File: src/rtl/vla_cfg.svh
/*
 * Constants of the luma adjust block: register offsets, field positions,
 * reset values and gain scaling figures.
 * Assumes inclusion by bare name from the package, whose macros the design modules use.
 */
// Summary of operation
// - add signed offset register to every luma sample
// - one offset unit equals one luma lsb
// - offset register resets to zero
// - control bit 7 bypasses the notch filter
// - bit 6 picks Y/C, kills notch
// - bit 5 set disables luma decimation
// - bit 4 inverts Cb/Cr order per line
// - gain is bit 2 over low byte
// - luma multiplied by 9-bit gain, low resets 0xD8
// - bits 1 and 0 are chroma gain tops
// - even and odd control copies, reset 0x20
`ifndef VLA_CFG_SVH
`define VLA_CFG_SVH

// register byte addresses
`define VLA_ADDR_LUMA_OFFSET 12'h028
`define VLA_ADDR_CTRL_EVEN 12'h02C
`define VLA_ADDR_GAIN_LOW 12'h030
`define VLA_ADDR_CTRL_ODD 12'h0AC
`define VLA_ADDR_STATUS 12'h0F0
`define VLA_ADDR_SAMPLE_COUNT 12'h0F4

// reset values
`define VLA_RST_LUMA_OFFSET 8'h00
`define VLA_RST_CTRL 8'h20
`define VLA_RST_GAIN_LOW 8'hD8

// control register bit positions
`define VLA_BIT_NOTCH_BYPASS 7
`define VLA_BIT_YC_MODE 6
`define VLA_BIT_DECIM_BYPASS 5
`define VLA_BIT_CHROMA_INVERT 4
`define VLA_BIT_RESERVED 3
`define VLA_BIT_GAIN_TOP 2
`define VLA_BIT_U_GAIN_TOP 1
`define VLA_BIT_V_GAIN_TOP 0

// status register bit positions
`define VLA_BIT_ST_CLIP_HIGH 0
`define VLA_BIT_ST_CLIP_LOW 1
`define VLA_BIT_ST_LAST_ODD 2
`define VLA_BIT_ST_BUSY 3

// gain 216 is unity: scaled = (prod * 4855 + half) >> 20
`define VLA_GAIN_RECIP 13'h12F7
`define VLA_GAIN_SHIFT 20
`define VLA_GAIN_ROUND 31'h0008_0000
`define VLA_LUMA_MAX 11'sh0FF

`endif

File: src/rtl/vla_pkg.sv
/*
 * Types of the luma adjust block: per-sample input and output carriers
 * and the per-field control bundle.
 * Assumes vla_cfg.svh sits beside it on the include path.
 */
package vla_pkg;
	`include "vla_cfg.svh"

	// per-field controls that travel with every pixel
	typedef struct packed {
		logic notchBypass;
		logic ycMode;
		logic decimBypass;
		logic chromaInvert;
		logic firstIsCr;
		logic uGainTop;
		logic vGainTop;
	} vla_ctrl_t;

	// incoming luma sample
	typedef struct packed {
		logic [7:0] luma;
		logic oddField;
		logic hStartOdd;
	} vla_in_t;

	// adjusted outgoing sample
	typedef struct packed {
		logic [7:0] luma;
		logic oddField;
		vla_ctrl_t ctrl;
	} vla_pix_t;
endpackage

File: src/rtl/vla_buf2.sv
/*
 * Two-entry buffer between the adjust pipeline and the sample receiver.
 * Assumes a single clock; the receiver may stall at any time.
 */
module vla_buf2
	import vla_pkg::*;
(
	// clock and reset
	input wire logic clk,
	input wire logic reset_n,
	input wire logic ce,
	// fill side
	input wire logic inValid,
	output logic inReady,
	input wire vla_pix_t inData,
	// drain side
	output logic outValid,
	input wire logic outReady,
	output vla_pix_t outData
);
	logic outValid_ff;
	logic spareValid_ff;
	vla_pix_t outData_ff;
	vla_pix_t spare_ff;
	logic outFree;

	// handshakes are frozen with the clock enable
	assign inReady = ce & ~spareValid_ff;
	assign outValid = ce & outValid_ff;
	assign outData = outData_ff;
	assign outFree = outReady | ~outValid_ff;

	// head register refills from spare first, then from input
	always_ff @(posedge clk or negedge reset_n) begin
		if (!reset_n) begin
			outValid_ff <= 1'b0;
			outData_ff <= '0;
		end else if (ce && outFree) begin
			if (spareValid_ff) begin
				outValid_ff <= 1'b1;
				outData_ff <= spare_ff;
			end else begin
				outValid_ff <= inValid;
				outData_ff <= inData;
			end
		end
	end

	// spare catches a word while the head is stalled
	always_ff @(posedge clk or negedge reset_n) begin
		if (!reset_n) begin
			spareValid_ff <= 1'b0;
			spare_ff <= '0;
		end else if (ce) begin
			if (outFree) begin
				spareValid_ff <= 1'b0;
			end else if (inValid && !spareValid_ff) begin
				spareValid_ff <= 1'b1;
				spare_ff <= inData;
			end
		end
	end
endmodule

File: src/rtl/vla_luma_adjust.sv
/*
 * Luma adjust block: register bank reached over APB and the luma path
 * that applies contrast gain and brightness offset with saturation,
 * tagging every sample with the control copy of its field.
 * Assumes samples come from logic on clk with valid/ready handshake,
 * and an APB master on the same clock.
 */
module vla_luma_adjust
	import vla_pkg::*;
(
	// clock and reset
	input wire logic clk,
	input wire logic reset_n,
	input wire logic ce,
	// apb slave
	input wire logic psel,
	input wire logic penable,
	input wire logic pwrite,
	input wire logic [11:0] paddr,
	input wire logic [31:0] pwdata,
	input wire logic [3:0] pstrb,
	output logic [31:0] prdata,
	output logic pready,
	output logic pslverr,
	// sample input
	input wire logic sampleValid,
	output logic sampleReady,
	input wire vla_in_t sampleIn,
	// sample output
	output logic pixValid,
	input wire logic pixReady,
	output vla_pix_t pixOut
);
	// register bank
	logic [7:0] lumaOffset_ff;
	logic [7:0] ctrlEven_ff;
	logic [7:0] ctrlOdd_ff;
	logic [7:0] gainLow_ff;
	logic clipHigh_ff;
	logic clipLow_ff;
	logic lastOdd_ff;
	logic [15:0] sampleCount_ff;

	// apb state
	logic [31:0] prdata_ff;
	logic rdLoaded_ff;
	logic decodeHit;
	logic busWrite;
	logic [31:0] nxt_rdata;

	// pipeline stage one
	logic stValid_ff;
	logic [16:0] stProd_ff;
	logic [7:0] stOffset_ff;
	logic stOdd_ff;
	vla_ctrl_t stCtrl_ff;
	logic stAdvance;

	// stage two result
	logic [30:0] scaleWide;
	logic [10:0] scaled;
	logic signed [11:0] lumaSum;
	logic [7:0] lumaSat;
	logic overHigh;
	logic underLow;
	vla_pix_t stResult;
	logic bufReady;
	logic pixTaken;

	// selected field controls
	logic [7:0] fieldCtrl;
	vla_ctrl_t nxt_ctrl;

	// true when the address hits a mapped register
	function automatic logic addrHit(input logic [11:0] a);
		unique case (a)
			`VLA_ADDR_LUMA_OFFSET,
			`VLA_ADDR_CTRL_EVEN,
			`VLA_ADDR_GAIN_LOW,
			`VLA_ADDR_CTRL_ODD,
			`VLA_ADDR_STATUS,
			`VLA_ADDR_SAMPLE_COUNT: addrHit = 1'b1;
			default: addrHit = 1'b0;
		endcase
	endfunction

	// clamp a signed sum into the eight-bit luma range
	function automatic logic [7:0] sat8(input logic signed [11:0] v);
		if (v < 12'sh000) begin
			sat8 = 8'h00;
		end else if (v > 12'sh0FF) begin
			sat8 = 8'hFF;
		end else begin
			sat8 = v[7:0];
		end
	endfunction

	// apb decode and handshakes
	assign decodeHit = addrHit(paddr);
	assign pready = psel & penable & rdLoaded_ff & ce;
	assign pslverr = pready & ~decodeHit;
	assign busWrite = pready & pwrite & decodeHit & pstrb[0];
	assign prdata = prdata_ff;

	// read data mux, upper bits read as zero
	always_comb begin
		nxt_rdata = 32'h0000_0000;
		unique case (paddr)
			`VLA_ADDR_LUMA_OFFSET: nxt_rdata[7:0] = lumaOffset_ff;
			`VLA_ADDR_CTRL_EVEN: nxt_rdata[7:0] = ctrlEven_ff;
			`VLA_ADDR_GAIN_LOW: nxt_rdata[7:0] = gainLow_ff;
			`VLA_ADDR_CTRL_ODD: nxt_rdata[7:0] = ctrlOdd_ff;
			`VLA_ADDR_STATUS: begin
				nxt_rdata[`VLA_BIT_ST_CLIP_HIGH] = clipHigh_ff;
				nxt_rdata[`VLA_BIT_ST_CLIP_LOW] = clipLow_ff;
				nxt_rdata[`VLA_BIT_ST_LAST_ODD] = lastOdd_ff;
				nxt_rdata[`VLA_BIT_ST_BUSY] = stValid_ff | pixValid;
			end
			`VLA_ADDR_SAMPLE_COUNT: nxt_rdata[15:0] = sampleCount_ff;
			default: nxt_rdata = 32'h0000_0000;
		endcase
	end

	// read data captured in setup, ready one cycle later
	always_ff @(posedge clk or negedge reset_n) begin
		if (!reset_n) begin
			rdLoaded_ff <= 1'b0;
			prdata_ff <= 32'h0000_0000;
		end else if (ce) begin
			if (pready) begin
				rdLoaded_ff <= 1'b0;
			end else if (psel && !rdLoaded_ff) begin
				rdLoaded_ff <= 1'b1;
				prdata_ff <= nxt_rdata;
			end
		end
	end

	// brightness offset register
	always_ff @(posedge clk or negedge reset_n) begin
		if (!reset_n) begin
			lumaOffset_ff <= `VLA_RST_LUMA_OFFSET;
		end else if (ce && busWrite && paddr == `VLA_ADDR_LUMA_OFFSET) begin
			lumaOffset_ff <= pwdata[7:0];
		end
	end

	// per-field control copies, reserved bit stored as written
	always_ff @(posedge clk or negedge reset_n) begin
		if (!reset_n) begin
			ctrlEven_ff <= `VLA_RST_CTRL;
			ctrlOdd_ff <= `VLA_RST_CTRL;
		end else if (ce && busWrite) begin
			if (paddr == `VLA_ADDR_CTRL_EVEN) begin
				ctrlEven_ff <= pwdata[7:0];
			end
			if (paddr == `VLA_ADDR_CTRL_ODD) begin
				ctrlOdd_ff <= pwdata[7:0];
			end
		end
	end

	// contrast low byte
	always_ff @(posedge clk or negedge reset_n) begin
		if (!reset_n) begin
			gainLow_ff <= `VLA_RST_GAIN_LOW;
		end else if (ce && busWrite && paddr == `VLA_ADDR_GAIN_LOW) begin
			gainLow_ff <= pwdata[7:0];
		end
	end

	// control copy chosen by the sample's field
	assign fieldCtrl = sampleIn.oddField ? ctrlOdd_ff : ctrlEven_ff;

	// decode control bits into the outgoing bundle
	always_comb begin
		nxt_ctrl.notchBypass = fieldCtrl[`VLA_BIT_NOTCH_BYPASS]
			| fieldCtrl[`VLA_BIT_YC_MODE];
		nxt_ctrl.ycMode = fieldCtrl[`VLA_BIT_YC_MODE];
		nxt_ctrl.decimBypass = fieldCtrl[`VLA_BIT_DECIM_BYPASS];
		nxt_ctrl.chromaInvert = fieldCtrl[`VLA_BIT_CHROMA_INVERT];
		nxt_ctrl.firstIsCr = fieldCtrl[`VLA_BIT_CHROMA_INVERT] ^ sampleIn.hStartOdd;
		nxt_ctrl.uGainTop = fieldCtrl[`VLA_BIT_U_GAIN_TOP];
		nxt_ctrl.vGainTop = fieldCtrl[`VLA_BIT_V_GAIN_TOP];
	end

	// stage one moves when empty or when the buffer takes its word
	assign stAdvance = ~stValid_ff | bufReady;
	assign sampleReady = ce & stAdvance;

	// stage one: gain product and snapshot of field settings
	always_ff @(posedge clk or negedge reset_n) begin
		if (!reset_n) begin
			stValid_ff <= 1'b0;
			stProd_ff <= 17'h0_0000;
			stOffset_ff <= 8'h00;
			stOdd_ff <= 1'b0;
			stCtrl_ff <= '0;
		end else if (ce && stAdvance) begin
			stValid_ff <= sampleValid;
			if (sampleValid) begin
				stProd_ff <= sampleIn.luma * {fieldCtrl[`VLA_BIT_GAIN_TOP], gainLow_ff};
				stOffset_ff <= lumaOffset_ff;
				stOdd_ff <= sampleIn.oddField;
				stCtrl_ff <= nxt_ctrl;
			end
		end
	end

	// stage two: unity at 216, then signed offset and clamp
	always_comb begin
		scaleWide = 31'(stProd_ff) * 31'(`VLA_GAIN_RECIP) + `VLA_GAIN_ROUND;
		scaled = scaleWide[30:`VLA_GAIN_SHIFT];
		lumaSum = $signed({1'b0, scaled}) + 12'(signed'(stOffset_ff));
		lumaSat = sat8(lumaSum);
		overHigh = lumaSum > 12'sh0FF;
		underLow = lumaSum < 12'sh000;
		stResult.luma = lumaSat;
		stResult.oddField = stOdd_ff;
		stResult.ctrl = stCtrl_ff;
	end

	// output buffer absorbs receiver stalls
	vla_buf2 outBuf (
		.clk(clk),
		.reset_n(reset_n),
		.ce(ce),
		.inValid(stValid_ff),
		.inReady(bufReady),
		.inData(stResult),
		.outValid(pixValid),
		.outReady(pixReady),
		.outData(pixOut)
	);

	assign pixTaken = pixValid & pixReady;

	// sticky clip flags, set wins over write-one-clear
	always_ff @(posedge clk or negedge reset_n) begin
		if (!reset_n) begin
			clipHigh_ff <= 1'b0;
			clipLow_ff <= 1'b0;
		end else if (ce) begin
			if (stValid_ff && bufReady && overHigh) begin
				clipHigh_ff <= 1'b1;
			end else if (busWrite && paddr == `VLA_ADDR_STATUS && pwdata[`VLA_BIT_ST_CLIP_HIGH]) begin
				clipHigh_ff <= 1'b0;
			end
			if (stValid_ff && bufReady && underLow) begin
				clipLow_ff <= 1'b1;
			end else if (busWrite && paddr == `VLA_ADDR_STATUS && pwdata[`VLA_BIT_ST_CLIP_LOW]) begin
				clipLow_ff <= 1'b0;
			end
		end
	end

	// delivered sample count and last field seen, increment wins over clearing write
	always_ff @(posedge clk or negedge reset_n) begin
		if (!reset_n) begin
			sampleCount_ff <= 16'h0000;
			lastOdd_ff <= 1'b0;
		end else if (ce) begin
			if (pixTaken) begin
				sampleCount_ff <= sampleCount_ff + 16'h0001;
				lastOdd_ff <= pixOut.oddField;
			end else if (busWrite && paddr == `VLA_ADDR_SAMPLE_COUNT) begin
				sampleCount_ff <= 16'h0000;
			end
		end
	end
endmodule

File: config.mk
export PLATFORM = sky130hd
export DESIGN_NAME = vla_luma_adjust
export DESIGN_NICKNAME = d
export VERILOG_FILES = /design/src/rtl/vla_pkg.sv /design/src/rtl/vla_buf2.sv /design/src/rtl/vla_luma_adjust.sv
export VERILOG_INCLUDE_DIRS = /design/src /design/src/rtl
export SDC_FILE = /design/constraint.sdc
export NUM_CORES = 1
export LEC_CHECK = 0
export BUFFER_PORTS_ARGS = -buffer_cell sky130_fd_sc_hd__buf_2
export CAP_MARGIN = 40
export CORE_MARGIN = 4
export CORE_UTILIZATION = 56
export DETAILED_ROUTE_END_ITERATION = 10
export PLACE_DENSITY = 0.89
export SYNTH_ARGS = -nofsm -noshare
export SYNTH_HDL_FRONTEND = slang
export SYNTH_HIERARCHICAL = 1
export SYNTH_SLANG_ARGS = --single-unit
File: constraint.sdc
create_clock -name clk -period 7.5 [get_ports clk]
set_clock_uncertainty 0.15 [all_clocks]
set_input_delay 1.875 -clock clk [delete_from_list [all_inputs] [get_ports clk]]
set_output_delay 1.875 -clock clk [all_outputs]
set_load 0.05 [all_outputs]
==> impl_metrics.json, run 1 <==
{
  "maxCapViolations": 0,
  "grt_pass1_wl_mm": 52.1,
  "pwr-share-comb_pct": 9.7,
  "r2r_setup_slack_ns": -0.23,
  "synthDominantCellAreaShare_pct": 24.4,
  "die_width_microns": 162,
  "clk-insertion-delay-late_ns": 0.43,
  "top_layer_used": "met4",
  "cp.required_ns": 7.66,
  "finalHoldWorstSlack_ns": 0.330,
  "internal-power_mw": 1.30,
  "synth_largest_area_cell": "dfrtp_1",
  "final-seq-area_sq_mm": 0.00342,
  "yosys_warnings": 6,
  "critPathLaunchType": "flip-flop",
  "worst_setup_hold_path_clk_slew_ns": 0.07,
  "insertedDiodeCount": 0,
  "clock_sink_count": 136,
  "endpoint_kind": "flip-flop",
  "wl_met1_mm": 11.6,
  "place.gp.congestion": 0.897,
  "setup_tns_ns": -1.52,
  "post_route_non_filler_standard_cell_count": 1710,
  "status": "complete, but fails checks",
  "p_per_area_mw_per_mm2": 119,
  "crit_path_max_fanout": 8,
  "synth.lib_cells_used.distinct": 63,
  "floorplan.die_area_sq_mm": 0.0263,
  "met2WireLength_mm": 16.8,
  "finalMaxSlewViolations": 0,
  "violations": "setup timing",
  "synth_sequential_area_ratio_pct": 25.6,
  "routed_wire_length_per_instance_microns": 18.3,
  "initial_utilization_pct": 56.9,
  "route.detailed.drc": 0,
  "clock_tree_from_tritoncts": "built",
  "grt_pass1_vias": 10800,
  "final.fill_count": 1564,
  "place_inst": 1666,
  "cts_made_buffers": 17,
  "yosysMostFrequentCell": "ha_1",
  "most_used_cell_cp": "fa_1",
  "synthTopCellsByArea": "dfrtp_1, fa_1, ha_1",
  "timing.hold.worst.class": "flip-flop to flip-flop",
  "ys_async_sr_fraction_pct": 100,
  "dpl.hpwl_mm": 22.7,
  "timing_hold_violations_final": 0,
  "setup_ws_post_layout_ns": -0.228,
  "critical_path.max_stage_delay_ns": 0.57,
  "met3_length_mm": 1.53,
  "drive_above_1_share_pct": 24.4,
  "cts-htree-levels": 4,
  "power_mw": 1.82,
  "setup_repair_after_global_routing_missed_its_margin": "yes",
  "vias_per_cell": 5.70,
  "vdd_ir_drop_max_uv": 257,
  "p_clk_share_pct": 46.3,
  "pin_count_of_the_biggest_net_entering_global_routing": 84,
  "clock-root-buffer": "clkbuf_16",
  "synthesis.area_per_instance_sq_um": 10.7,
  "area_growth_pct": 15.1,
  "maxSlewHeadroom_pct": 39.5,
  "synth-seq-cells": 136,
  "route.vias.total": 9751,
  "cts_buffer_depth": 2,
  "area_of_the_multi_input_gates_sq_mm": 0.00932,
  "row_count": 56,
  "nets": 1765,
  "postSynth.topFlopCell": "dfrtp_1",
  "port_buffers": 74,
  "setup_viol": 9,
  "num_io_pins": 118,
  "ant_nets": 0,
  "timing_worst_slew_pin_value_ns": 0.900,
  "number_of_antenna_violations_at_the_first_check_in_global_routing": 0,
  "power.net_switching_uw": 517,
  "finalCoreUtilization_pct": 65.5,
  "timing.critical_path.arrival_ns": 7.89,
  "postSynthCellCount": 1244,
  "coreArea_sq_mm": 0.0234,
  "synth-edff-count": 0,
  "p_leak_nw": 8.63,
  "power_frac_seq_pct": 44.0,
  "grt.total_usage_pct": 24.5,
  "globalRoute.totalOverflow": 0,
  "crit_type": "flip-flop to flip-flop",
  "final_period_minus_worst_setup_slack_ns": 7.73,
  "dieHeight_microns": 162,
  "cp_slowest_cell": "fa_1",
  "ys_top_cells_by_count": "ha_1, inv_1, fa_1, dfrtp_1, nand2_1",
  "holdBufCountCts": 0,
  "max_freq_ghz": 0.129,
  "fin_crit_sh_pct": 103,
  "first_pass_iters": 5,
  "swShare_pct": 28.4,
  "netlist_area_sq_mm": 0.0133,
  "wl_mm": 31.3,
  "initialDrtViolationCount": 528
}
-- power groups by stage --
stage	Sequential, mW	Combinational, mW	Clock (mW)
5_1_grt	0.801	0.190	0.885
3_3_place_gp	0.805	0.167	0
2_1_floorplan	0.816	0.111	0
3_5_place_dp	0.808	0.173	0
6_report	0.800	0.177	0.842
4_1_cts	0.798	0.177	0.844
-- worst max-delay path: cells and delay by family, from the launching register on --
kind | cells | cell delay (ns)
multiplexers | 3 | 0.75
AO/OA/AOI/OAI | 9 | 1.75
AND/OR/NAND/NOR | 4 | 0.69
adder cells (fa/ha/maj) | 9 | 3.59
flip-flops | 1 | 0.46
buffers and inverters | 2 | 0.10
XOR/XNOR | 1 | 0.11
-- layout by cell type (no fill, tap or decap), drive strengths merged, types with 8 or more instances in the layout --
| master | instances |
|---|---|
| buf | 148 |
| clkbuf | 18 |
| xnor2 | 13 |
| mux2 | 95 |
| inv | 185 |
| o21a | 14 |
| nand2 | 111 |
| dfrtp | 130 |
| nand3 | 17 |
| mux2i | 15 |
| nand4 | 8 |
| fa | 142 |
| a21oi | 31 |
| o21ai | 59 |
| a21o | 22 |
| ha | 179 |
| and2 | 44 |
| nor2 | 35 |
| conb | 16 |
| nor3 | 9 |
| xor2 | 25 |
-- area by class of cell --
type	count	share of cell area, %
multi-input combinational	901	60.8
sequential	136	22.3
timing repair buffer	148	6.16
inverter	174	4.26
clock buffer	18	2.87
tap	319	2.60
clock inverter	14	0.972
-- per-layer routing --
layer	track usage (%)	up-vias
met4	10.3	0
met5	0	-
met3	4.36	123
met1	28.3	4904
met2	44.7	346
li1	-	4378
-- worst paths after layout --
| check | startpoint | to | cells after the start |
|---|---|---|---|
| max | stProd_ff[7] | outBuf/outData[12] | 28 |
| min | prdata[13] | prdata[13] | 2 |
| max reg2reg | stProd_ff[7] | outBuf/outData[12] | 28 |
| min reg2reg | prdata[13] | prdata[13] | 2 |
| max in group asynchronous | reset_n | stProd_ff[7] | 2 |
| min in group asynchronous | reset_n | sampleCount_ff[13] | 1 |
-- kinds of logic (layout without fill, tap and decap cells) --
kind of cell | after synthesis | after routing | share of synthesized area, %
and+or+nand+nor | 251 | 251 | 9.25
xor gates and xnor gates | 38 | 38 | 2.50
muxes | 110 | 110 | 9.42
AOI/OAI and AO/OA | 165 | 165 | 8.00
adders and majority gates | 321 | 321 | 38.2
other | 1 | 16 | 0.0282
DFF | 136 | 136 | 25.6
buffers and inverters | 222 | 354 | 7.01
-- flip-flops by register name, summed over array words and instances, names as in the netlist, 8 cells and up --
signal / flops
outBuf/outData: 16
gainLow_ff: 8
outBuf/spare_ff: 16
stOffset_ff: 8
stProd_ff: 17
lumaOffset_ff: 8
ctrlOdd_ff: 8
ctrlEven_ff: 8
prdata: 16
sampleCount_ff: 16
-- through the flow --
step | area [sq um] | worst slack (ns)
final | 15300 | -0.228
after CTS | 15200 | -0.175
after detailed placement | 14400 | -0.601
after global placement | 14300 | -0.364
after global routing | 15300 | -0.445
after floorplan | 13400 | 0.00467
-- timing repair --
item | CTS | global route
gates resized for setup | 32 | 22
endpoints found under the setup margin | 18 | 18
pin swaps | 37 | 21
gates cloned | 0 | 1
setup buffers | 4 | 7
(Power assumes the default switching activity.)
==> inputs of run 2 (changes only) <==
--- a/config.mk
+++ b/config.mk
@@ -11,6 +11,7 @@
 export CORE_MARGIN = 4
 export CORE_UTILIZATION = 56
 export DETAILED_ROUTE_END_ITERATION = 10
+export GPL_TIMING_DRIVEN = 0
 export PLACE_DENSITY = 0.89
 export SYNTH_ARGS = -nofsm -noshare
 export SYNTH_HDL_FRONTEND = slang
==> impl_metrics.json, run 2 (same netlist as run 1, synthesis figures left out) <==
{
  "route.detailed.drc": 0,
  "grt_pass1_wl_mm": 53.1,
  "clock_tree_from_tritoncts": "built",
  "largest_register_ff_count": 17,
  "cts_made_buffers": 17,
  "p_per_area_mw_per_mm2": 117,
  "final-seq-area_sq_mm": 0.00343,
  "first_pass_iters": 5,
  "timing.hold.worst.class": "flip-flop to flip-flop",
  "floorplan.die_area_sq_mm": 0.0263,
  "layout.cell_area.non_filler_sq_mm": 0.0155,
  "critPathLaunchType": "flip-flop",
  "insertedDiodeCount": 0,
  "initial_utilization_pct": 56.9,
  "drive_above_1_share_pct": 25.2,
  "fin_crit_sh_pct": 105,
  "met2WireLength_mm": 17.6,
  "final_common_cell": "inv_1",
  "cp.required_ns": 7.67,
  "crit_type": "flip-flop to flip-flop",
  "max_freq_ghz": 0.127,
  "area_growth_pct": 16.6,
  "dieHeight_microns": 162,
  "worst_setup_hold_path_clk_slew_ns": 0.07,
  "power_mw": 1.82,
  "wl_mm": 32.9,
  "wl_met1_mm": 12.3,
  "crit_family": "adder cells",
  "critical_path.max_stage_delay_ns": 0.57,
  "vdd_ir_drop_max_uv": 174,
  "setup_repair_after_global_routing_missed_its_margin": "yes",
  "timing.critical_path.arrival_ns": 8.04,
  "most-common-layout-cells": "inv_1, ha_1, fa_1",
  "setup_tns_ns": -3.58,
  "initialDrtViolationCount": 710,
  "setup_ws_post_layout_ns": -0.370,
  "crit_path_max_fanout": 8,
  "grt_pass1_vias": 10900,
  "most_used_cell_cp": "a21o_1",
  "r2r_setup_slack_ns": -0.37,
  "timing_worst_slew_pin_value_ns": 0.907,
  "p_leak_nw": 8.64,
  "max_flop_register": "stProd_ff",
  "clk-insertion-delay-late_ns": 0.44,
  "cp.buffers_inverters": 3,
  "placedInstanceArea_sq_mm": 0.0142,
  "vias_per_cell": 5.80,
  "setup_viol": 16,
  "row_count": 56,
  "area_of_the_multi_input_gates_sq_mm": 0.00943,
  "ant_nets": 0,
  "cts_buffer_depth": 2,
  "holdBufCountCts": 0,
  "num_io_pins": 118,
  "finalMaxSlewViolations": 0,
  "top_layer_used": "met4",
  "coreArea_sq_mm": 0.0234,
  "grt.total_usage_pct": 25.1,
  "place.gp.congestion": 0.879,
  "timing_hold_violations_final": 0,
  "detailedPlace.worstSlack_ns": -0.780,
  "cp_slowest_cell": "fa_2",
  "violations": "setup timing",
  "route.vias.total": 10000,
  "clock-root-buffer": "clkbuf_16",
  "endpoint_kind": "flip-flop",
  "port_buffers": 69,
  "maxSlewHeadroom_pct": 39.0,
  "cts-htree-levels": 4,
  "globalRoute.totalOverflow": 0,
  "number_of_antenna_violations_at_the_first_check_in_global_routing": 0,
  "maxCapViolations": 0,
  "pin_count_of_the_biggest_net_entering_global_routing": 74,
  "nets": 1783,
  "status": "complete, but fails checks",
  "final.fill_count": 1588,
  "met3_length_mm": 1.76,
  "clock_sink_count": 136,
  "routed_wire_length_per_instance_microns": 19.0,
  "final_period_minus_worst_setup_slack_ns": 7.87,
  "dpl.hpwl_mm": 22.4,
  "die_width_microns": 162
}
-- run 2: cell types whose count changed in the layout (fill, tap and decap cells not counted), moves of 6 or more --
cell / previous run / this run
mux2_4: 14 / 22
dfrtp_1: 122 / 116
buf_6: 2 / 8
buf_4: 72 / 57
ha_1: 168 / 162
mux2_2: 81 / 73
dfrtp_2: 8 / 14
clkbuf_1: 0 / 22
-- run 2: repair_timing --
item	4_1_cts	5_1_grt
buffers inserted	33	14
endpoints found under the setup margin	18	18
pin swaps	53	29
cloned	0	1
gates resized for setup	54	32
-- run 2: area by class of cell --
| type | count | share of cell area, % |
|---|---|---|
| Clock inverter | 15 | 0.983 |
| Sequential cell | 136 | 22.1 |
| Inverter | 174 | 4.21 |
| Multi-Input combinational cell | 902 | 60.7 |
| Timing Repair Buffer | 117 | 4.90 |
| Clock buffer | 17 | 2.74 |
| Tap cell | 319 | 2.57 |
| Buffer | 48 | 1.81 |
-- run 2: path summary, 6_finish.rpt --
| path | endpoint | cells after the start | from |
|---|---|---|---|
| setup reg to reg | outBuf/outData[13] | 29 | stProd_ff[8] |
| max in group asynchronous | outBuf/spare_ff[14] | 2 | reset_n |
| hold / removal | prdata[15] | 2 | prdata[15] |
| setup / recovery | outBuf/outData[13] | 29 | stProd_ff[8] |
| min in group asynchronous | sampleCount_ff[9] | 1 | reset_n |
| hold reg to reg | prdata[15] | 2 | prdata[15] |
-- run 2: worst min-delay path: stages, from the launching register on --
cell and delay [ns]:
dfrtp_1 0.34, nand2_1 0.04, o21ai_0 0.06
-- run 2: routing by layer --
| metal | vias up | GRT usage [%] |
|---|---|---|
| met1 | 5070 | 29.3 |
| met4 | 0 | 9.27 |
| met3 | 130 | 4.47 |
| met2 | 401 | 46.1 |
| met5 | - | 0 |
| li1 | 4416 | - |
-- run 2: through the flow --
stage	utilization [%]	hold slack, ns	std cells
floorplan	-	0.299	1259
global placement	60.4	0.310	1647
detailed placement	60.5	0.314	1648
CTS	65.2	0.331	1713
global route	66.3	0.360	1728
finish	66.3	0.328	1728
-- run 2: power by group --
part / switching (mW) / internal (mW)
Combinational: 0.129 / 0.0690
Clock: 0.385 / 0.443
Sequential: 0.0293 / 0.764
